$ cat config.mk
export PLATFORM = sky130hd
export DESIGN_NAME = spsp_top
export DESIGN_NICKNAME = d
export VERILOG_FILES = /design/src/verilog/spsp_pkg.sv /design/src/verilog/spsp_cfgclk_div.sv /design/src/verilog/spsp_top.sv
export SDC_FILE = /design/constraint.sdc
export NUM_CORES = 1
export LEC_CHECK = 0
export BUFFER_PORTS_ARGS = -buffer_cell sky130_fd_sc_hd__buf_2
export CORE_ASPECT_RATIO = 0.8
export CORE_UTILIZATION = 57
export DETAILED_ROUTE_END_ITERATION = 10
export GPL_TIMING_DRIVEN = 0
export HOLD_SLACK_MARGIN = 0.1
export MAX_ROUTING_LAYER = met4
export PLACE_DENSITY = 0.92
export SYNTH_ARGS = -nofsm -noshare
export SYNTH_HDL_FRONTEND = slang
export SYNTH_SLANG_ARGS = --single-unit
$ cat constraint.sdc
create_clock -name REF_CLK_I -period 10.6 [get_ports REF_CLK_I]
set_clock_uncertainty 0.15 [all_clocks]
set_input_delay 1.06 -clock REF_CLK_I [delete_from_list [all_inputs] [get_ports REF_CLK_I]]
set_output_delay 1.06 -clock REF_CLK_I [all_outputs]
set_load 0.02 [all_outputs]
$ cat src/verilog/spsp_pkg.sv
package spsp_pkg;
  // timing
  localparam int SPSP_CLK_PERIOD_NS = 100;
  localparam int SPSP_CFGCLK_HALF_NS = 500;
  localparam int SPSP_CFGCLK_HALF_CYC = (SPSP_CFGCLK_HALF_NS + SPSP_CLK_PERIOD_NS - 1) /
                                        SPSP_CLK_PERIOD_NS;
  localparam int SPSP_DIV_W = 4;
  localparam logic [SPSP_DIV_W-1:0] SPSP_DIV_LAST = 4'(SPSP_CFGCLK_HALF_CYC - 1);
  localparam logic [SPSP_DIV_W-1:0] SPSP_DIV_RST = 4'h0;
  // configuration memory access length in serial bits
  localparam int SPSP_FRAME_BITS = 16;
  localparam int SPSP_BITCNT_W = 5;
  localparam logic [SPSP_BITCNT_W-1:0] SPSP_BITCNT_RST = 5'h00;
  localparam logic [SPSP_BITCNT_W-1:0] SPSP_BITCNT_LAST = 5'(SPSP_FRAME_BITS - 1);
  localparam int SPSP_SR_W = 16;
  localparam logic [SPSP_SR_W-1:0] SPSP_SR_RST = 16'h0000;
  // reset values of the status pins
  localparam logic SPSP_POWER_ENABLE_N_N_RST = 1'b1;
  localparam logic SPSP_SUSP_N_RST = 1'b1;

  typedef enum logic [1:0] {
    SPSP_ST_UNCONF = 2'b00,
    SPSP_ST_ACTIVE = 2'b01,
    SPSP_ST_SUSP = 2'b10
  } spsp_state_t;
endpackage : spsp_pkg

$ cat src/verilog/spsp_cfgclk_div.sv
`timescale 1ns/100ps
`default_nettype none
module spsp_cfgclk_div
  import spsp_pkg::*;
(
  input wire logic clk_i,
  input wire logic rst_i,
  input wire logic run_i,
  output logic tick_o
);
  logic [SPSP_DIV_W-1:0] cnt_r;
  logic [SPSP_DIV_W-1:0] cnt_nxt;
  logic tick_nxt;

  always_comb begin
    cnt_nxt = cnt_r;
    tick_nxt = 1'b0;
    if (!run_i) begin
      cnt_nxt = SPSP_DIV_RST;
    end else if (cnt_r == SPSP_DIV_LAST) begin
      cnt_nxt = SPSP_DIV_RST;
      tick_nxt = 1'b1;
    end else begin
      cnt_nxt = cnt_r + 4'h1;
    end
  end

  always_ff @(posedge clk_i or posedge rst_i) begin
    if (rst_i) begin
      cnt_r <= SPSP_DIV_RST;
      tick_o <= 1'b0;
    end else begin
      cnt_r <= cnt_nxt;
      tick_o <= tick_nxt;
    end
  end
endmodule : spsp_cfgclk_div
`default_nettype wire

$ cat src/verilog/spsp_top.sv
`timescale 1ns/100ps
`default_nettype none
// What this block does
// - reset input is active low and holds all internal logic in reset
// - power enable low when configured and active, high when suspended or unconfigured
// - suspend output low while the link is suspended, high otherwise
// - power sense honoured only if option set; low forces suspend
// - forced suspend keeps usb data line drivers off
// - memory select floats during reset
// - memory clock floats during reset
// - after reset the memory clock is driven at all times, between accesses as well
// - memory data floats during reset, then serves both directions on one wire
module spsp_top
  import spsp_pkg::*;
(
  input wire logic REF_CLK_I,
  input wire logic SYS_RST_I,
  input wire logic RESET_N_I,
  input wire logic HOST_CONFIGURED_I,
  input wire logic BUS_SUSPEND_I,
  input wire logic BUS_POWER_SENSE_N_I,
  input wire logic SENSE_ENABLE_I,
  input wire logic CFGMEM_START_I,
  input wire logic [SPSP_SR_W-1:0] CFGMEM_TX_I,
  input wire logic CFGMEM_DATA_I,
  output logic CFGMEM_DATA_O,
  output logic CFGMEM_DATA_OE_O,
  output logic CFGMEM_SELECT_O,
  output logic CFGMEM_SELECT_OE_O,
  output logic CFGMEM_CLOCK_O,
  output logic CFGMEM_CLOCK_OE_O,
  output logic [SPSP_SR_W-1:0] CFGMEM_RX_O,
  output logic CFGMEM_BUSY_O,
  output logic POWER_ENABLE_N_O,
  output logic SUSPEND_N_O,
  output logic USB_DRIVE_EN_O
);
  // either reset source holds the whole block
  logic rst;
  assign rst = SYS_RST_I | ~RESET_N_I;

  spsp_state_t st_r;
  spsp_state_t st_nxt;
  logic power_enable_n_n_nxt;
  logic susp_n_nxt;
  logic usb_en_nxt;
  logic force_susp;

  // power sense is ignored unless the self-powered option is on
  assign force_susp = SENSE_ENABLE_I & ~BUS_POWER_SENSE_N_I;

  always_comb begin
    st_nxt = st_r;
    case (st_r)
      SPSP_ST_UNCONF: begin
        if (force_susp || BUS_SUSPEND_I) begin
          st_nxt = SPSP_ST_SUSP;
        end else if (HOST_CONFIGURED_I) begin
          st_nxt = SPSP_ST_ACTIVE;
        end
      end
      SPSP_ST_ACTIVE: begin
        if (force_susp || BUS_SUSPEND_I) begin
          st_nxt = SPSP_ST_SUSP;
        end else if (!HOST_CONFIGURED_I) begin
          st_nxt = SPSP_ST_UNCONF;
        end
      end
      SPSP_ST_SUSP: begin
        if (!force_susp && !BUS_SUSPEND_I) begin
          st_nxt = HOST_CONFIGURED_I ? SPSP_ST_ACTIVE : SPSP_ST_UNCONF;
        end
      end
      default: begin
        st_nxt = SPSP_ST_UNCONF;
      end
    endcase
    power_enable_n_n_nxt = (st_nxt != SPSP_ST_ACTIVE);
    susp_n_nxt = (st_nxt != SPSP_ST_SUSP);
    usb_en_nxt = (st_nxt != SPSP_ST_SUSP);
  end

  always_ff @(posedge REF_CLK_I or posedge rst) begin
    if (rst) begin
      st_r <= SPSP_ST_UNCONF;
      POWER_ENABLE_N_O <= SPSP_POWER_ENABLE_N_N_RST;
      SUSPEND_N_O <= SPSP_SUSP_N_RST;
      USB_DRIVE_EN_O <= 1'b0;
    end else begin
      st_r <= st_nxt;
      POWER_ENABLE_N_O <= power_enable_n_n_nxt;
      SUSPEND_N_O <= susp_n_nxt;
      USB_DRIVE_EN_O <= usb_en_nxt;
    end
  end

  // configuration memory serial engine
  logic tick;
  logic busy_r;
  logic busy_nxt;
  logic [SPSP_BITCNT_W-1:0] bit_r;
  logic [SPSP_BITCNT_W-1:0] bit_nxt;
  logic [SPSP_SR_W-1:0] tx_r;
  logic [SPSP_SR_W-1:0] tx_nxt;
  logic [SPSP_SR_W-1:0] rx_nxt;
  logic sclk_nxt;
  logic sel_nxt;
  logic dout_nxt;
  logic doe_nxt;
  logic oe_nxt;
  logic oe_r;

  spsp_cfgclk_div u_div (
    .clk_i(REF_CLK_I),
    .rst_i(rst),
    .run_i(busy_r),
    .tick_o(tick)
  );

  always_comb begin
    busy_nxt = busy_r;
    bit_nxt = bit_r;
    tx_nxt = tx_r;
    rx_nxt = CFGMEM_RX_O;
    sclk_nxt = CFGMEM_CLOCK_O;
    sel_nxt = CFGMEM_SELECT_O;
    dout_nxt = CFGMEM_DATA_O;
    doe_nxt = CFGMEM_DATA_OE_O;
    oe_nxt = 1'b1;
    if (!busy_r) begin
      if (CFGMEM_START_I) begin
        busy_nxt = 1'b1;
        bit_nxt = SPSP_BITCNT_RST;
        tx_nxt = CFGMEM_TX_I;
        sel_nxt = 1'b1;
        dout_nxt = CFGMEM_TX_I[SPSP_SR_W-1];
        doe_nxt = 1'b1;
      end
    end else if (tick) begin
      sclk_nxt = ~CFGMEM_CLOCK_O;
      if (!CFGMEM_CLOCK_O) begin
        // rising edge: sample the shared wire, a talking memory wins through the resistor
        rx_nxt = {CFGMEM_RX_O[SPSP_SR_W-2:0], CFGMEM_DATA_I};
      end else if (bit_r == SPSP_BITCNT_LAST) begin
        busy_nxt = 1'b0;
        sel_nxt = 1'b0;
        doe_nxt = 1'b0;
      end else begin
        bit_nxt = bit_r + 5'h01;
        tx_nxt = {tx_r[SPSP_SR_W-2:0], 1'b0};
        dout_nxt = tx_r[SPSP_SR_W-2];
      end
    end
  end

  always_ff @(posedge REF_CLK_I or posedge rst) begin
    if (rst) begin
      busy_r <= 1'b0;
      bit_r <= SPSP_BITCNT_RST;
      tx_r <= SPSP_SR_RST;
      oe_r <= 1'b0;
      CFGMEM_RX_O <= SPSP_SR_RST;
      CFGMEM_CLOCK_O <= 1'b0;
      CFGMEM_SELECT_O <= 1'b0;
      CFGMEM_DATA_O <= 1'b0;
      CFGMEM_DATA_OE_O <= 1'b0;
      CFGMEM_SELECT_OE_O <= 1'b0;
      CFGMEM_CLOCK_OE_O <= 1'b0;
      CFGMEM_BUSY_O <= 1'b0;
    end else begin
      busy_r <= busy_nxt;
      bit_r <= bit_nxt;
      tx_r <= tx_nxt;
      oe_r <= oe_nxt;
      CFGMEM_RX_O <= rx_nxt;
      CFGMEM_CLOCK_O <= sclk_nxt;
      CFGMEM_SELECT_O <= sel_nxt;
      CFGMEM_DATA_O <= dout_nxt;
      CFGMEM_DATA_OE_O <= doe_nxt;
      CFGMEM_SELECT_OE_O <= oe_nxt;
      CFGMEM_CLOCK_OE_O <= oe_nxt;
      CFGMEM_BUSY_O <= busy_nxt;
    end
  end
endmodule : spsp_top
`default_nettype wire

==> flow_summary.toml, run 1 <==
[global_routing]
antenna_found_initial = 0
grt_pass1_vias = 1414
grt_pass1_wl_mm = 6.42
gr-total-overflow = 0
grt_use_total_pct = 20.8
grt_max_degree = 27

[routing]
firstDrtPassIters = 4
antenna_left = 0
met2_length_mm = 1.85
highest_layer = "met4"
remaining_drc_errors = 0
wl_per_cell_um = 13.6
vias = 1436
avgViaCountPerCell = 5.15
met1_length_mm = 1.70
first_iter_violations = 36
wl_mm = 3.79
wl_met3_um = 182

[critical_path]
endpoint = "tx_r[3]"
crit_path_start_kind = "flip-flop"
endpoint_kind = "flip-flop"
cp_slowest_stage_delay_ns = 0.43
path_common_cell = "ha_1"
r2r_end = "tx_r[3]"
critPathMaxFanout = 10
cp_top_family = "simple AND/OR/NAND/NOR gates"
cp.depth = 7
path_cells = "ha_1 > and3_1 > ha_1 > nand4b_4 > nand2_2 > buf_6 > mux2_2"
worst-path-buf-inv = 1
crit_required_ns = 10.64
r2r_slack_ns = 8.28
arrival_ns = 2.36
worst-setup-path-type = "reg -> reg"
r2r.worst_path.cells = 7
slowest_stage = "dfrtp_1"
r2r-start = "bit_r[0]"
crit_start = "bit_r[0]"

[place]
gp_congestion = 0.804
dp_worst_setup_slack_ns = 8.29
dpl.hpwl_mm = 2.72
io_buffers = 50

[yosys]
synth.avg_cell_area_sq_um = 13.8
synth_fp_nets = 194
syn-cell-area_sq_um = 2280
yosys_warnings = 0
yosysSeqAreaShare_pct = 56.1
netlist_instances = 165
synth_cell_types = 31
ys_ff_latch = 51

[finish]
layout-drive-gt1-share_pct = 53.1
fin_nets = 252
final_common_cell = "buf_2"
fillerInstances = 270
syn2layout_area_growth_pct = 20.3
diodes = 0
fin_util_pct = 72.1
final_cell_mix = "buf_2 (52), dfrtp_1 (49), mux2_2 (37), nand2_1 (11), mux2_4 (9)"

[cts]
post-cts-setup-buffer-count = 0
cts_tree = "yes"
cts.sink_count = 51
cts_made_buffers = 5
cts_root_buf = "clkbuf_8"
cts_resized = 0
clk_pin_slew_worst_paths_ns = 0.10
ctsHoldBuffers = 0
htree_levels = 2
insertion_delay_ns = 0.32
ctsLongestPathBuffers = 2

[floorplan]
start_util_pct = 60.0
die_w_um = 72.7
fp-row-count = 20
die_height_um = 58.6
num_io_pins = 51
core_area_sq_um = 3800
dieArea_sq_um = 4260

[timing]
rsz0062_at_grt = "false"
drv_slew = 0
tightest_slew_ns = 0.711
final.min_clock_period_ns = 2.32
setup_tns_ns = 0
max_slew_margin_pct = 52.5
finalSetupViolCount = 0
post-route-period-util_pct = 21.9
hold_violations = 0
fin_ws_ns = 8.28
hold_ws_ns = 0.334
fmax_ghz = 0.431

[power]
power_density_nw_per_um2 = 133
p_leak_nw = 1.42
vdd_drop_max_mv = 0.0997
finalPower_mw = 0.365

[hold_path]
hold_class = "reg -> reg"
worstHoldStart = "st_r[0]"

[run_status]
outcome = "finished clean"

[flow_run]
max-cap-violations = 0
[logic make-up (layout without fill, tap and decap cells)]
logic type	count (synthesis)	in the layout	share of synthesized area, %
adder cells (fa/ha/maj)	4	4	2.19
multiplexers	48	48	25.1
AND/OR/NAND/NOR	36	36	9.22
flip-flops	51	51	56.1
buffers and inverters	13	72	4.11
other	1	1	0.164
XOR/XNOR	1	1	0.384
AO/OA/AOI/OAI	11	11	2.80
[worst min path at each step]
stage | to | slack, ns | cells past startpoint
detailed placement | st_r[1] | 0.32 | 1
floorplan | st_r[1] | 0.29 | 1
global placement | st_r[1] | 0.30 | 1
CTS | st_r[1] | 0.33 | 1
global route | st_r[1] | 0.36 | 1
finish | st_r[1] | 0.33 | 1
[report_power, final]
group	switching [mW]	total, mW	internal, mW
Combinational	0.0120	0.0236	0.0116
Clock	0.0666	0.138	0.0716
Sequential	0.00289	0.203	0.200
[Yosys cell counts (all sizes together)]
cell type / count / area (sq um)
or2: 1 / 6.26
inv: 5 / 18.8
o22ai: 1 / 6.26
a21o: 2 / 15.0
dfstp: 2 / 52.6
mux2i: 2 / 20.0
nand4b: 2 / 32.5
xnor2: 1 / 8.76
conb: 1 / 3.75
o21a: 1 / 7.51
or3: 1 / 6.26
a21oi: 5 / 25.0
nor3b: 2 / 15.0
nor2b: 5 / 31.3
nand2: 12 / 47.6
ha: 4 / 50.1
nor2: 2 / 7.51
and3: 3 / 18.8
nand2b: 1 / 8.76
buf: 8 / 75.1
nand3: 6 / 30.0
and2: 1 / 6.26
dfrtp: 49 / 1230
mux2: 46 / 552
o21ai: 2 / 10.0
[through the flow]
stage | instance area [sq um] | cells
after detailed placement | 2630 | 271
final | 2740 | 279
after floorplan | 2280 | 165
after CTS | 2740 | 279
after global routing | 2740 | 279
after global placement | 2600 | 270
[routing by layer]
metal | GRT usage, % | vias up
li1 | - | 683
met1 | 24.4 | 708
met2 | 34.2 | 38
met3 | 6.68 | 7
met4 | 7.28 | 0
met5 | - | -
[state kept, by name (all words and copies together) (netlist names)]
register	count
CFGMEM_DATA_O	1
POWER_ENABLE_N_O	1
tx_r	15
u_div.tick_o	1
CFGMEM_SELECT_O	1
CFGMEM_CLOCK_OE_O	1
USB_DRIVE_EN_O	1
u_div.cnt_r	4
bit_r	5
busy_r	1
st_r	2
CFGMEM_RX_O	16
SUSPEND_N_O	1
CFGMEM_CLOCK_O	1
[worst reg2reg max path: cells and delay by family (launching register included)]
| kind | cells | cell delay [ns] |
|---|---|---|
| buf+inv | 1 | 0.19 |
| fa+ha+maj | 2 | 0.44 |
| mux | 1 | 0.35 |
| flops | 1 | 0.43 |
| simple gates | 3 | 0.65 |
[layout make-up]
class	count	area (sq um)	share of cell area [%]
plain buffers	8	75.1	2.74
clock buffers	5	68.8	2.51
clock inverters	3	47.5	1.73
inverters	5	18.8	0.684
multi-input cells	101	916	33.4
flip-flops and latches	51	1280	46.6
well taps	55	68.8	2.51
repair buffers	51	270	9.85
Power figures use the tool's default switching activity.
==> run 2, diff against run 1 <==
--- a/config.mk
+++ b/config.mk
@@ -7,12 +7,12 @@
 export LEC_CHECK = 0
 export BUFFER_PORTS_ARGS = -buffer_cell sky130_fd_sc_hd__buf_2
 export CORE_ASPECT_RATIO = 0.8
-export CORE_UTILIZATION = 57
+export CORE_UTILIZATION = 48
 export DETAILED_ROUTE_END_ITERATION = 10
 export GPL_TIMING_DRIVEN = 0
 export HOLD_SLACK_MARGIN = 0.1
 export MAX_ROUTING_LAYER = met4
-export PLACE_DENSITY = 0.92
+export PLACE_DENSITY = 0.84
 export SYNTH_ARGS = -nofsm -noshare
 export SYNTH_HDL_FRONTEND = slang
 export SYNTH_SLANG_ARGS = --single-unit
==> constraint.sdc (replaced) <==
create_clock -name REF_CLK_I -period 2 [get_ports REF_CLK_I]
set_clock_uncertainty 0.15 [all_clocks]
set_input_delay 0.2 -clock REF_CLK_I [delete_from_list [all_inputs] [get_ports REF_CLK_I]]
set_output_delay 0.2 -clock REF_CLK_I [all_outputs]
set_load 0.02 [all_outputs]
==> flow_summary.toml, run 2 (synthesized netlist as in run 1, its figures left out) <==
[cts]
htree_levels = 2
clk_pin_slew_worst_paths_ns = 0.10
ctsLongestPathBuffers = 2
insertion_delay_ns = 0.31
cts_made_buffers = 5
cts.sink_count = 51
cts_tree = "yes"
cts_root_buf = "clkbuf_8"

[power]
swShare_pct = 21.5
p_seq_share_pct = 54.3
internal-power_mw = 1.56
vdd_drop_max_mv = 0.430
p_leak_nw = 1.60
p_sw_mw = 0.427
power_density_nw_per_um2 = 633
finalPower_mw = 1.98
clkPwrFrac_pct = 37.5
share_comb_of_total_power_pct = 8.2

[global_routing]
gr-total-overflow = 0
grt_use_total_pct = 17.8
grt_max_degree = 52
grt_pass1_wl_mm = 6.68
antenna_found_initial = 0
grt_pass1_vias = 1456

[critical_path]
worst-setup-path-type = "reg -> reg"
crit_required_ns = 2.05
endpoint_kind = "flip-flop"
crit_path_start_kind = "flip-flop"
critPathMaxFanout = 4
arrival_ns = 2.04

[timing]
max_slew_margin_pct = 51.6
hold_ws_ns = 0.110
tightest_slew_ns = 0.725
finalSetupViolCount = 0
hold_violations = 0
drv_slew = 0
post-route-period-util_pct = 99.4
fin_ws_ns = 0.0112
fmax_ghz = 0.503
rsz0062_at_grt = "true"
final.min_clock_period_ns = 1.99

[finish]
largest_register = "CFGMEM_RX_O"
layout-drive-gt1-share_pct = 53.8
final_cell_mix = "buf_2 (52), dfrtp_1 (49), mux2_4 (24), mux2_2 (22), dlygate4sd3_1 (17)"
fin_nets = 281
reg_top3 = "CFGMEM_RX_O (16), tx_r (15), bit_r (5)"
syn2layout_area_growth_pct = 37.5
design_area_sq_um = 3140
largest_reg_flops = 16
final_common_cell = "buf_2"
diodes = 0

[routing]
wl_met3_um = 232
met2_length_mm = 2.04
wl_per_cell_um = 13.9
remaining_drc_errors = 0
wl_mm = 4.35
first_iter_violations = 77
antenna_left = 0
avgViaCountPerCell = 5.02
highest_layer = "met4"
met1_length_mm = 1.96
firstDrtPassIters = 4
vias = 1572

[place]
io_buffers = 50
gp_congestion = 0.703
dpl-instance-area_sq_um = 2620
dp_worst_setup_slack_ns = -0.138
dpl.hpwl_mm = 2.55

[hold_path]
hold_class = "in -> reg"

[floorplan]
die_w_um = 79.1
start_util_pct = 49.9
dieArea_sq_um = 5030
num_io_pins = 51
core_area_sq_um = 4570
die_height_um = 63.7
fp-row-count = 22

[run_status]
outcome = "finished clean"

[flow_run]
max-cap-violations = 0
run 2: power by group through the flow:
stage | combinational [mW] | clock, mW | sequential [mW]
2_1_floorplan | 0.0570 | 0 | 1.11
3_3_place_gp | 0.119 | 0 | 1.09
3_5_place_dp | 0.122 | 0 | 1.10
4_1_cts | 0.146 | 0.760 | 1.08
5_1_grt | 0.179 | 0.799 | 1.08
6_report | 0.163 | 0.745 | 1.08
run 2: per-stage QoR:
stage | setup TNS [ns] | std cells | utilization [%]
5_1_grt | -0.343 | 313 | 68.6
2_1_floorplan | 0 | 165 | -
6_report | 0 | 313 | 68.6
4_1_cts | -0.0144 | 308 | 65.6
3_5_place_dp | -1.00 | 275 | 57.4
3_3_place_gp | -0.828 | 275 | 57.4
run 2: per-layer routing:
metal	up-vias	GRT usage (%)
li1	741	-
met1	766	23.1
met2	57	27.3
met3	8	4.78
met4	0	5.68
met5	-	-
run 2: final cells by class:
| type | instances | area, sq um |
|---|---|---|
| buffer | 8 | 78.8 |
| clock buffer | 6 | 82.6 |
| clock inverter | 2 | 35.0 |
| fill | 347 | 1430 |
| inverter | 5 | 18.8 |
| multi-input combinational | 101 | 1010 |
| sequential | 51 | 1280 |
| tap | 60 | 75.1 |
| timing repair buffer | 80 | 562 |
run 2: path summary, 6_finish.rpt:
kind                                 start             end  slack, ns  cells past startpoint
max in group asynchronous        SYS_RST_I     SUSPEND_N_O       0.57                      4
min in group asynchronous        RESET_N_I  CFGMEM_CLOCK_O       0.45                      3
hold / removal             CFGMEM_TX_I[11]        tx_r[11]       0.11                      3
setup / recovery                  bit_r[0]        tx_r[12]       0.01                      7
hold reg to reg                    st_r[1]         st_r[1]       0.34                      1
setup reg to reg                  bit_r[0]        tx_r[12]       0.01                      7
run 2: worst max-delay path, stage by stage (launching register included):
cell and delay [ns]:
dfrtp_1 0.41, ha_2 0.20, and3_4 0.18, ha_4 0.15
nand4b_4 0.19, nand2_4 0.15, buf_6 0.14, mux2_4 0.31
run 2: timing repair:
item                                   4_1_cts  5_1_grt
setup endpoints to repair                    9       16
pin swaps                                    3        4
resized for setup                            4       20
cloned                                       1        0
setup buffers                                9        2
endpoints found under the hold margin       16       25
hold buffers                                15        2
==> run 3, diff against run 2 <==
--- a/config.mk
+++ b/config.mk
@@ -6,7 +6,8 @@
 export NUM_CORES = 1
 export LEC_CHECK = 0
 export BUFFER_PORTS_ARGS = -buffer_cell sky130_fd_sc_hd__buf_2
-export CORE_ASPECT_RATIO = 0.8
+export CAP_MARGIN = 20
+export CORE_ASPECT_RATIO = 0.9
 export CORE_UTILIZATION = 48
 export DETAILED_ROUTE_END_ITERATION = 10
 export GPL_TIMING_DRIVEN = 0
==> flow_summary.toml, run 3 (synthesized netlist as in run 1, its figures left out) <==
[global_routing]
grt_use_total_pct = 16.4
grt_max_degree = 34
grt_pass1_vias = 1373
antenna_found_initial = 0
grt_pass1_wl_mm = 5.99
gr-total-overflow = 0

[finish]
diodes = 0
largest_register = "CFGMEM_RX_O"
register_area_sq_um = 1280
final_common_cell = "buf_2"
multi_input_area_sq_um = 986
fillerInstances = 338
largest_reg_flops = 16
syn2layout_area_growth_pct = 32.6
fin_nets = 273
layout-drive-gt1-share_pct = 53.1
reg_top3 = "CFGMEM_RX_O (16), tx_r (15), bit_r (5)"
instances_no_fill = 307
final_cell_mix = "buf_2 (52), dfrtp_1 (49), mux2_2 (25), mux2_4 (21), dlygate4sd3_1 (13)"

[cts]
cts.sink_count = 51
cts_tree = "yes"
cts_root_buf = "clkbuf_8"
cts_made_buffers = 5
htree_levels = 2
clk_pin_slew_worst_paths_ns = 0.09
ctsLongestPathBuffers = 2
insertion_delay_ns = 0.30

[power]
internal-power_mw = 1.43
share_comb_of_total_power_pct = 8.3
clkPwrFrac_pct = 33.3
swShare_pct = 22.4
vdd_drop_max_mv = 0.420
p_sw_mw = 0.413
p_seq_share_pct = 58.4
p_leak_nw = 1.54
power_density_nw_per_um2 = 609

[place]
placed_cells = 278
dpl.hpwl_mm = 2.61
io_buffers = 50
dp_worst_setup_slack_ns = -0.132
gp_congestion = 0.755

[timing]
tightest_slew_ns = 0.552
fin_ws_ns = 0.0150
finalSetupViolCount = 0
post-route-period-util_pct = 99.3
final.min_clock_period_ns = 1.99
rsz0062_at_grt = "true"
fmax_ghz = 0.504
max_slew_margin_pct = 63.1
hold_violations = 0
drv_slew = 0

[floorplan]
die_height_um = 67.4
fp-row-count = 23
dieArea_sq_um = 5030
die_w_um = 74.7
start_util_pct = 50.5
core_area_sq_um = 4520
num_io_pins = 51

[routing]
wl_mm = 3.88
antenna_left = 0
first_iter_violations = 38
avgViaCountPerCell = 4.79
firstDrtPassIters = 4
wl_per_cell_um = 12.6
vias = 1469
remaining_drc_errors = 0

[critical_path]
crit_start = "bit_r[1]"
endpoint_kind = "flip-flop"
arrival_ns = 2.03
r2r_end = "tx_r[3]"
r2r.worst_path.cells = 7
worst-setup-path-type = "reg -> reg"
crit_required_ns = 2.05
r2r-start = "bit_r[1]"
endpoint = "tx_r[3]"
r2r_slack_ns = 0.01
crit_path_start_kind = "flip-flop"
critPathMaxFanout = 5

[run_status]
outcome = "finished clean"

[hold_path]
hold_class = "in -> reg"

[flow_run]
max-cap-violations = 0
[run 3: cell count changes in the layout (fill, tap and decap cells not counted), sizes merged]
cell         change
buf              -5
clkinvlp         +1
clkbuf           +1
bufinv           -1
dlygate4sd3      -4
[run 3: how the worst min path moves through the flow]
| stage | slack, ns | from | depth (start not counted) | endpoint |
|---|---|---|---|---|
| 6_report | 0.11 | CFGMEM_TX_I[7] | 3 | tx_r[7] |
| 5_1_grt | 0.10 | CFGMEM_TX_I[14] | 3 | tx_r[14] |
| 4_1_cts | 0.10 | CFGMEM_TX_I[11] | 3 | tx_r[11] |
| 3_5_place_dp | 0.19 | RESET_N_I | 2 | CFGMEM_RX_O[14] |
| 3_3_place_gp | 0.21 | HOST_CONFIGURED_I | 2 | POWER_ENABLE_N_O |
| 2_1_floorplan | 0.11 | HOST_CONFIGURED_I | 1 | POWER_ENABLE_N_O |
[run 3: repair_timing]
action / 4_1_cts / 5_1_grt
resized for setup: 1 / 16
setup endpoints to repair: 8 / 15
pin swaps: 1 / 2
gates cloned: 0 / 1
buffers inserted: 5 / 2
hold buffers: 10 / 3
endpoints found under the hold margin: 26 / 3
[run 3: cell type report]
type	count	area share, %
flip-flops and latches	51	42.3
inverters	5	0.621
clock inverters	2	0.538
repair buffers	72	16.1
well taps	62	2.57
multi-input cells	101	32.6
plain buffers	8	2.61
clock buffers	6	2.73
[run 3: worst max-delay path: stages (launching register included)]
cell and delay (ns):
dfrtp_1 0.39, ha_2 0.20, and3_4 0.18, ha_4 0.15
nand4b_4 0.19, nand2_4 0.14, clkbuf_16 0.15, mux2_2 0.32
[run 3: power by group through the flow]
stage	combinational [mW]	clock [mW]	sequential (mW)
3_3_place_gp	0.120	0	1.09
4_1_cts	0.143	0.629	1.07
6_report	0.153	0.613	1.08
5_1_grt	0.169	0.688	1.08
2_1_floorplan	0.0570	0	1.11
3_5_place_dp	0.127	0	1.09
[run 3: routing by layer]
metal	wire, um	part of all wire, %	global-route usage (%)	vias to the layer above
met5	0	0	-	-
met2	1820	47	26.6	40
met4	61	1.6	6.37	0
li1	-	-	-	722
met1	1830	47	19.9	702
met3	159	4.1	3.73	5
[run 3: stage by stage]
stage / utilization [%] / hold WS [ns] / setup TNS [ns] / instance area, sq um / power (mW)
3_5_place_dp: 58.6 / 0.190 / -1.01 / 2650 / 1.22
2_1_floorplan: - / 0.111 / 0 / 2300 / 1.17
6_report: 66.9 / 0.106 / 0 / 3020 / 1.84
4_1_cts: 63.9 / 0.101 / 0 / 2890 / 1.85
5_1_grt: 66.9 / 0.100 / -0.149 / 3020 / 1.94
3_3_place_gp: 58.1 / 0.213 / -0.815 / 2630 / 1.21
